## src/design/asrc_defines.svh

```systemverilog
// Timing and geometry constants for the async SRAM host controller.
// Assumes a 10 MHz core clock (100 ns period).
`ifndef ASRC_DEFINES_SVH
`define ASRC_DEFINES_SVH
`define ASRC_CLK_NS        100
`define ASRC_ADDR_W        20
`define ASRC_DATA_W        16
`define ASRC_T_WP_NS       40
`define ASRC_T_AW_NS       50
`define ASRC_T_WC_NS       55
`define ASRC_T_RC_NS       70
`define ASRC_T_AA_NS       70
`define ASRC_T_BS_MS       5
`define ASRC_T_R_MS        5
`define ASRC_NS_PER_MS     1000000
`define ASRC_CNT_W         16
`endif

```

## src/design/asrc_pkg.sv

```systemverilog
// Types shared by the async SRAM host controller.
// Assumes asrc_defines.svh is on the include path.
`include "asrc_defines.svh"
package asrc_pkg;
  typedef struct packed {
    logic                      write;
    logic                      byte_mode;
    logic [1:0]                lane_en;
    logic [`ASRC_ADDR_W-1:0]   addr;
    logic                      addr_lsb;
    logic [`ASRC_DATA_W-1:0]   wdata;
  } asrc_req_t;
  typedef enum logic [2:0] {
    ASRC_IDLE, ASRC_WRITE, ASRC_READ, ASRC_GAP, ASRC_MODE_WAIT, ASRC_RETAIN, ASRC_RECOVER
  } asrc_state_t;
endpackage

```

## src/design/asrc_host.sv

```systemverilog
// Host-side controller for a 1M x16 / 2M x8 asynchronous static RAM.
// Assumes the user port is synchronous to core_clk and the SRAM sits on the pins.
// Contract
// - Byte mode keeps both lane selects low; an x16 request sets them from lane_en in the cycle the request is accepted
// - Address valid 50 ns before write end
// - Write pulse 40 ns, cycle 55 ns
// - Write data valid 25 ns before end
// - Byte mode stable 5 ms around accesses
// - Low-select retention holds high select firm
// - Deselect before retention, 5 ms recovery
`timescale 1ns/1ns
`default_nettype none
module asrc_host
  import asrc_pkg::*;
#(
  parameter int MODE_CYCLES    = (`ASRC_T_BS_MS * `ASRC_NS_PER_MS) / `ASRC_CLK_NS,
  parameter int RECOVER_CYCLES = (`ASRC_T_R_MS * `ASRC_NS_PER_MS) / `ASRC_CLK_NS
) (
  input  wire logic                     core_clk,
  input  wire logic                     rst,
  input  wire logic                     req_valid,
  input  wire asrc_req_t                req,
  output logic                          req_ready,
  output logic                          rsp_valid,
  output logic [`ASRC_DATA_W-1:0]       rsp_data,
  input  wire logic                     retain_req,
  output logic                          retained,
  output logic [`ASRC_ADDR_W-1:0]       word_address,
  output logic                          chip_select_low_active_n,
  output logic                          chip_select_high_active,
  output logic                          write_enable_n,
  output logic                          output_enable_n,
  output logic                          lower_lane_select_n,
  output logic                          upper_lane_select_n,
  output logic                          byte_mode_n,
  input  wire logic [7:0]               data_low_lanes_in,
  output logic [7:0]                    data_low_lanes_out,
  output logic                          data_low_lanes_oe,
  input  wire logic [6:0]               data_mid_upper_lanes_in,
  output logic [6:0]                    data_mid_upper_lanes_out,
  output logic                          data_mid_upper_lanes_oe,
  input  wire logic                     data_top_line_in,
  output logic                          data_top_line_out,
  output logic                          data_top_line_oe
);
  // Cycle counts derived from printed times (mins round up)
  localparam int WP_CYC = (`ASRC_T_WP_NS + `ASRC_CLK_NS - 1) / `ASRC_CLK_NS;
  localparam int AW_CYC = (`ASRC_T_AW_NS + `ASRC_CLK_NS - 1) / `ASRC_CLK_NS;
  localparam int WS_CYC = (WP_CYC > AW_CYC) ? WP_CYC : AW_CYC;
  localparam int WC_CYC = (`ASRC_T_WC_NS + `ASRC_CLK_NS - 1) / `ASRC_CLK_NS;
  localparam int RC_CYC = (`ASRC_T_RC_NS + `ASRC_CLK_NS - 1) / `ASRC_CLK_NS;
  localparam int GAP_CYC = (WC_CYC > WS_CYC) ? WC_CYC - WS_CYC : 1;

  asrc_state_t             state, next_state;
  logic [31:0]             cnt, next_cnt;
  asrc_req_t               cur, next_cur;
  logic                    next_req_ready, next_rsp_valid, next_retained;
  logic [`ASRC_DATA_W-1:0] next_rsp_data;
  logic [`ASRC_ADDR_W-1:0] next_word_address;
  logic next_cs_n, next_cs2, next_we_n, next_oe_n, next_lb_n, next_ub_n, next_byte_n;
  logic next_lo_oe, next_mid_oe, next_top_oe;
  logic [7:0]              next_lo_out;
  logic [6:0]              next_mid_out;
  logic                    next_top_out;

  // Sequencer: one access per request, none for a request that changes byte mode; pins set up in the same cycle as strobes
  always_comb begin
    next_state = state;
    next_cnt = (cnt == 32'h0) ? cnt : cnt - 32'h1;
    next_cur = cur;
    next_req_ready = 1'b0;
    next_rsp_valid = 1'b0;
    next_rsp_data = rsp_data;
    next_retained = retained;
    next_word_address = word_address;
    next_cs_n = chip_select_low_active_n;
    next_cs2 = chip_select_high_active;
    next_we_n = 1'b1;
    next_oe_n = 1'b1;
    next_lb_n = lower_lane_select_n;
    next_ub_n = upper_lane_select_n;
    next_byte_n = byte_mode_n;
    next_lo_oe = 1'b0;
    next_mid_oe = 1'b0;
    next_top_oe = data_top_line_oe;
    next_lo_out = data_low_lanes_out;
    next_mid_out = data_mid_upper_lanes_out;
    next_top_out = data_top_line_out;
    unique case (state)
      ASRC_IDLE: begin
        next_cs_n = 1'b1;
        next_top_oe = ~byte_mode_n;
        if (retain_req) begin
          next_cs2 = 1'b0;
          next_state = ASRC_RETAIN;
        end else if (req_valid && req_ready) begin
          next_cur = req;
          next_cs2 = 1'b1;
          next_word_address = req.addr;
          // Lane selects: both low in byte mode
          next_lb_n = req.byte_mode ? 1'b0 : ~req.lane_en[0];
          next_ub_n = req.byte_mode ? 1'b0 : ~req.lane_en[1];
          next_top_oe = req.byte_mode;
          next_top_out = req.addr_lsb;
          if (req.byte_mode != ~byte_mode_n) begin
            next_cnt = MODE_CYCLES;
            next_state = ASRC_MODE_WAIT;
          end else if (req.write) begin
            next_cs_n = 1'b0;
            next_we_n = 1'b0;
            next_lo_oe = 1'b1;
            next_mid_oe = ~req.byte_mode;
            next_lo_out = req.wdata[7:0];
            next_mid_out = req.wdata[14:8];
            if (!req.byte_mode) begin
              next_top_out = req.wdata[15];
              next_top_oe = 1'b1;
            end
            next_cnt = WS_CYC - 1;
            next_state = ASRC_WRITE;
          end else begin
            next_cs_n = 1'b0;
            next_oe_n = 1'b0;
            next_cnt = RC_CYC;
            next_state = ASRC_READ;
          end
        end else begin
          next_req_ready = 1'b1;
        end
      end
      // Mode pin flips only after a quiet wait, then waits again before use
      ASRC_MODE_WAIT: begin
        if (cnt == 32'h0) begin
          if (byte_mode_n == ~cur.byte_mode) begin
            next_state = ASRC_IDLE;
            next_req_ready = 1'b1;
          end else begin
            next_byte_n = ~cur.byte_mode;
            next_cnt = MODE_CYCLES;
          end
        end
      end
      ASRC_WRITE: begin
        next_cs_n = 1'b0;
        next_lo_oe = 1'b1;
        next_mid_oe = ~cur.byte_mode;
        if (cnt == 32'h0) begin
          next_we_n = 1'b1;
          next_cnt = GAP_CYC - 1;
          next_state = ASRC_GAP;
        end else begin
          next_we_n = 1'b0;
        end
      end
      ASRC_READ: begin
        next_cs_n = 1'b0;
        next_oe_n = 1'b0;
        if (cnt == 32'h0) begin
          next_rsp_valid = 1'b1;
          next_rsp_data = {data_top_line_in, data_mid_upper_lanes_in, data_low_lanes_in};
          if (cur.byte_mode)
            next_rsp_data = {8'h00, data_low_lanes_in};
          next_oe_n = 1'b1;
          next_cs_n = 1'b1;
          next_cnt = GAP_CYC - 1;
          next_state = ASRC_GAP;
        end
      end
      ASRC_GAP: begin
        next_cs_n = 1'b1;
        if (cnt == 32'h0) begin
          next_state = ASRC_IDLE;
          next_req_ready = 1'b1;
        end
      end
      ASRC_RETAIN: begin
        next_cs_n = 1'b1;
        next_cs2 = 1'b0;
        next_retained = 1'b1;
        if (!retain_req) begin
          next_cs2 = 1'b1;
          next_retained = 1'b0;
          next_cnt = RECOVER_CYCLES;
          next_state = ASRC_RECOVER;
        end
      end
      ASRC_RECOVER: begin
        if (cnt == 32'h0) begin
          next_state = ASRC_IDLE;
          next_req_ready = 1'b1;
        end
      end
    endcase
  end

  // State and pin registers
  always_ff @(posedge core_clk) begin
    if (rst) begin
      state <= ASRC_IDLE;
      cnt <= 32'h0;
      cur <= '0;
      req_ready <= 1'b0;
      rsp_valid <= 1'b0;
      rsp_data <= 16'h0000;
      retained <= 1'b0;
      word_address <= 20'h00000;
      chip_select_low_active_n <= 1'b1;
      chip_select_high_active <= 1'b0;
      write_enable_n <= 1'b1;
      output_enable_n <= 1'b1;
      lower_lane_select_n <= 1'b1;
      upper_lane_select_n <= 1'b1;
      byte_mode_n <= 1'b1;
      data_low_lanes_oe <= 1'b0;
      data_mid_upper_lanes_oe <= 1'b0;
      data_top_line_oe <= 1'b0;
      data_low_lanes_out <= 8'h00;
      data_mid_upper_lanes_out <= 7'h00;
      data_top_line_out <= 1'b0;
    end else begin
      state <= next_state;
      cnt <= next_cnt;
      cur <= next_cur;
      req_ready <= next_req_ready;
      rsp_valid <= next_rsp_valid;
      rsp_data <= next_rsp_data;
      retained <= next_retained;
      word_address <= next_word_address;
      chip_select_low_active_n <= next_cs_n;
      chip_select_high_active <= next_cs2;
      write_enable_n <= next_we_n;
      output_enable_n <= next_oe_n;
      lower_lane_select_n <= next_lb_n;
      upper_lane_select_n <= next_ub_n;
      byte_mode_n <= next_byte_n;
      data_low_lanes_oe <= next_lo_oe;
      data_mid_upper_lanes_oe <= next_mid_oe;
      data_top_line_oe <= next_top_oe;
      data_low_lanes_out <= next_lo_out;
      data_mid_upper_lanes_out <= next_mid_out;
      data_top_line_out <= next_top_out;
    end
  end
endmodule
`default_nettype wire

```

## config.mk

```make
export PLATFORM = sky130hd
export DESIGN_NAME = asrc_host
export DESIGN_NICKNAME = d
export VERILOG_FILES = /design/src/design/asrc_pkg.sv /design/src/design/asrc_host.sv
export VERILOG_INCLUDE_DIRS = /design/src /design/src/design
export SDC_FILE = /design/constraint.sdc
export NUM_CORES = 1
export LEC_CHECK = 0
export BUFFER_PORTS_ARGS = -buffer_cell sky130_fd_sc_hd__buf_2
export CORE_MARGIN = 3
export CORE_UTILIZATION = 52
export DETAILED_ROUTE_END_ITERATION = 8
export GPL_TIMING_DRIVEN = 1
export PLACE_DENSITY = 0.79
export SYNTH_ARGS = -nofsm -noshare
export SYNTH_HDL_FRONTEND = slang
export SYNTH_SLANG_ARGS = --single-unit
```

## constraint.sdc

```tcl
create_clock -name core_clk -period 2.9 [get_ports core_clk]
set_input_delay 0 -clock core_clk [delete_from_list [all_inputs] [get_ports core_clk]]
set_output_delay 0 -clock core_clk [all_outputs]
set_load 0.02 [all_outputs]
```

# Word level (Yosys, flattened, before mapping)
# Cells that the tools add are included.
# word_totals
regBits	101
output_inout_bits	65
# op_classes
n_reduce_logical	15
n_mux	64
eq_ne	14
add_sub_neg	1
n_bitwise	9
# ops
operator	n
two-way mux 32 bit	7
case mux 32 bit (4 select lines)	1
two-way mux 1 bit	37
zero test 32 bit	1
two-way mux 16 bit	2
subtractor 32 x 1 -> 32 bit (second input constant)	1
two-way mux 3 bit	8
case mux 3 bit (5 select lines)	1
case mux 1 bit (2 select lines)	5
equality test 3 bit (second input constant)	3
NOT 1 bit	9
OR reduction 2 bit	4
equality test 3 x 2 -> 1 bit (second input constant)	2
!= test 2 bit (second input constant)	3
AND reduction 3 bit	2
AND reduction 6 bit	1
AND reduction 5 bit	1
!= test 2 x 1 -> 1 bit (second input constant)	2
case mux 1 bit (4 select lines)	1
AND reduction 2 bit	2
nonzero test 4 bit	1
equality test 3 x 1 -> 1 bit (second input constant)	1
zero test 3 bit	1
!= test 3 bit (second input constant)	1
other kinds (6)	6

# Logic depth before layout (Yosys ltp)
# depth
word_depth	6
depth_mapped	11
mapped_depth_nobuf	10

# Worst setup path before layout
# No wires, ideal clock.
# synth_timing
path_type	register to register
from	register cnt[0]
to	register cnt[24]
stages_incl_launch_ff	11
arrival_ps	2564
synth_period_minus_slack_ps	2634
setup_ps	70
slack_ps	266
path_cell_list	dfxtp_1 > inv_1 > ha_1 > or4b_1 > buf_2 > or3_1 > buf_2 > or4_4 > buf_6 > or3_1 > a21oi_1
# synth_via
elab_chain_len	5
# synth_lines
element	line	source
start: declaration	asrc_host.sv:55	logic [31:0] cnt, next_cnt;
start signal: assignment	asrc_host.sv:222	cnt <= next_cnt;
subtractor 32 x 1 -> 32 bit or zero test 32 bit (tied branches)	asrc_host.sv:69, asrc_host.sv:133, asrc_host.sv:147	
two-way mux 32 bit	asrc_host.sv:69	next_cnt = (cnt == 32'h0) ? cnt : cnt - 32'h1;
two-way mux 32 bit, on equally long branches	asrc_host.sv:134, asrc_host.sv:96	
two-way mux 32 bit, on equally long branches	asrc_host.sv:133, asrc_host.sv:93	
case mux 32 bit (4 select lines) *	asrc_host.sv:89	unique case (state)
# Mark *: on every way between the ends. The rest lies on a longest branch, timed or not.
# A chain may end at the register's enable or synchronous reset.

# Final worst setup path
# layout_timing
from	register cnt[0]
to	register cnt[30]
# Same word-level chain as after synthesis.

==> impl_metrics.csv <==
group,metric,value,unit
outcome,status,"completed",
clock_network,cts_tree,"yes",
clock_network,cts_inserted_buffers,9,
die,dieArea,0.00996,mm²
synthesis,synth_flop_cell,"dfxtp_1",
global_routing,grt_pass1_wl,23400,µm
die,fp.dieW,99.8,µm
die,ios,126,
routing,dr.first_iter.drc_count,400,
global_routing,antenna_found_initial,0,
place,dp_hpwl,9010,µm
sta,min_period_over_period,0.942,
clock_network,cts_sinks,101,
clock_network,clk_pin_slew_worst_paths,100,ps
die,start_util,0.546,
global_routing,grt-ovfl-total,0,
worst_setup_path,rrSetupSlack,170,ps
synthesis,ys_ff_latch,101,
sta,fmax,366,MHz
synthesis,async_flop_share,0,
cells_and_area,drive_gt1_frac,0.232,
sta,rsz0062_at_grt,"false",
cells_and_area,final_common_cell,"buf_2",
worst_setup_path,start_kind,"flip-flop",
global_routing,grt_max_degree,45,
sta,finalMaxSlewViolations,0,
clock_network,cts.htree.levels,3,
die,core.rowCount,33,
cells_and_area,syn_to_final_growth,32.5,%
sta,relSlewSlack,0.445,
place,dp_cells,788,
synthesis,syn_nets,642,
sta,skew,16.1,ps
sta,tightest_slew,833,ps
pwr,p_leak,2.48,nW
sta,holdWs,129,ps
global_routing,grtUsageTotal,0.288,
global_routing,grt_pass1_vias,4978,
synthesis,synth-edff-count,0,
place,place.gp.congestion,0.988,
worst_setup_path,crit_fanout,11,
die,core-area,0.00838,mm²
sta,tns,0,ps
clock_network,cts_root_buf,"clkbuf_8",
place,portBuffers,125,
pwr,p_total,5.53,mW
cells_and_area,final_cell_mix,"125 x buf_2, 117 x nand2_1, 101 x dfxtp_1",
cells_and_area,nNetsFinal,813,
synthesis,syn_area_per_cell,7.90,µm²
routing,routed_wl,14300,µm
synthesis,synth_area,0.00458,mm²
worst_setup_path,end_kind,"flip-flop",
synthesis,yosysSeqAreaShare,0.442,
worst_setup_path,crit_type,"reg2reg",
sta,min_period,2730,ps
worst_setup_path,cp_data_arrival_time,3030,ps
die,dieHeight,99.8,µm
clock_network,cts_max_path_buffers,2,
pwr,peakVddDrop,0.436,mV
pwr,pwr_density_cell,913,mW/mm²
sta,hold_viol,0,
synthesis,ys_types,55,
routing,dr.pass1.iters,5,
cells_and_area,fin_cells,860,
sta,setup_viol,0,
worst_setup_path,required,3200,ps
clock_network,insertion_delay,370,ps
cells_and_area,fin_util,0.723,
routing,antenna_left,0,
routing,drc,0,
run,drv_cap,0,
cells_and_area,antenna_cells,0,
synthesis,synth_warnings,0,
hold_path,min_path_type,"in2reg",
routing,wl_per_cell,16.6,µm
synthesis,syn_inst,579,
routing,drt-vias-per-instance,5.95,
routing,dr_total_vias,5113,
-- where the power goes --
part / switching, mW / internal (mW) / total, mW / leakage [nW]
clock network: 0.510 / 0.327 / 0.836 / 0.0883
registers: 0.283 / 1.64 / 1.92 / 0.819
logic: 1.65 / 1.13 / 2.78 / 1.57
-- cell usage after synthesis (all sizes together), types with 3 or more instances --
cell type,count,area share
or4b,7,0.015
o211ai,7,0.011
nor2,29,0.024
o41ai,7,0.013
buf,12,0.014
a31oi,7,0.0096
or4,12,0.021
xor2,6,0.011
a211oi,6,0.0098
inv,8,0.0066
or2,4,0.0055
nand2,117,0.096
o311ai,3,0.0057
nand3,19,0.021
dfxtp,101,0.44
nor3,15,0.016
or3,23,0.031
o31ai,8,0.013
clkbuf,28,0.023
a21oi,85,0.093
nor4,11,0.018
or3b,3,0.0057
nand2b,3,0.0041
o21ai,24,0.026
-- area by class of cell --
type | instances | area (µm²)
Clock buffer | 10 | 128
Tap cell | 105 | 131
Clock inverter | 6 | 51.3
Sequential cell | 101 | 2020
Multi-Input combinational cell | 428 | 2360
Timing Repair Buffer | 200 | 1330
Inverter | 10 | 37.5
Fill cell | 612 | 2320
-- layer usage --
layer	GRT usage	routed length (µm)	up-vias
met4	0.145	527	0
met1	0.354	5680	2364
li1	-	-	2429
met5	0	0	-
met3	0.0584	1070	50
met2	0.480	6990	270
-- repair_timing --
| action | in CTS | in global routing |
|---|---|---|
| buffers inserted | 0 | 0 |
| resized for setup | 0 | 1 |
| hold buffers | 56 | 0 |
| endpoints found under the hold margin | 55 | 0 |
| setup endpoints to repair | 0 | 3 |
-- per-stage QoR --
stage / cell area [µm²] / worst slack, ps
2_1_floorplan: 4580 / 266
3_3_place_gp: 5320 / 265
3_5_place_dp: 5320 / 179
4_1_cts: 6060 / 109
5_1_grt: 6060 / 28.1
6_report: 6060 / 167
-- path summary, 6_finish.rpt --
kind | from | endpoint | cells after the start
setup / recovery | cnt[0]$_SDFF_PP0_ | cnt[30]$_SDFF_PP0_ | 7
hold / removal | req_valid | req_ready$_SDFF_PP0_ | 4
setup reg to reg | cnt[0]$_SDFF_PP0_ | cnt[30]$_SDFF_PP0_ | 7
hold reg to reg | rsp_data[11]$_SDFFE_PP0P_ | rsp_data[11]$_SDFFE_PP0P_ | 2
-- registers in the layout, indices dropped and copies added, names as in the netlist, 3 cells and up --
| register | cells |
|---|---|
| data_low_lanes_out | 8 |
| data_mid_upper_lanes_out | 7 |
| state | 3 |
| cnt | 32 |
| rsp_data | 16 |
| word_address | 20 |
-- worst max-delay path, stage by stage (launching register included) --
cell	delay, ps
dfxtp_1	350
inv_1	90
ha_1	200
or4b_4	520
or3_1	410
or4_4	510
or4_1	450
a21oi_1	150
-- cells by family (layout without fill, tap and decap cells) --
group,after synthesis,after routing,share of synthesized area
AND/OR/NAND/NOR,249,249,0.267
AO/OA/AOI/OAI,167,167,0.220
flip-flops,101,101,0.442
buffers and inverters,50,226,0.0451
XOR/XNOR,8,8,0.0153
adder cells (fa/ha/maj),2,2,0.00547
multiplexers,2,2,0.00438
Power figures use the tool's default switching activity.
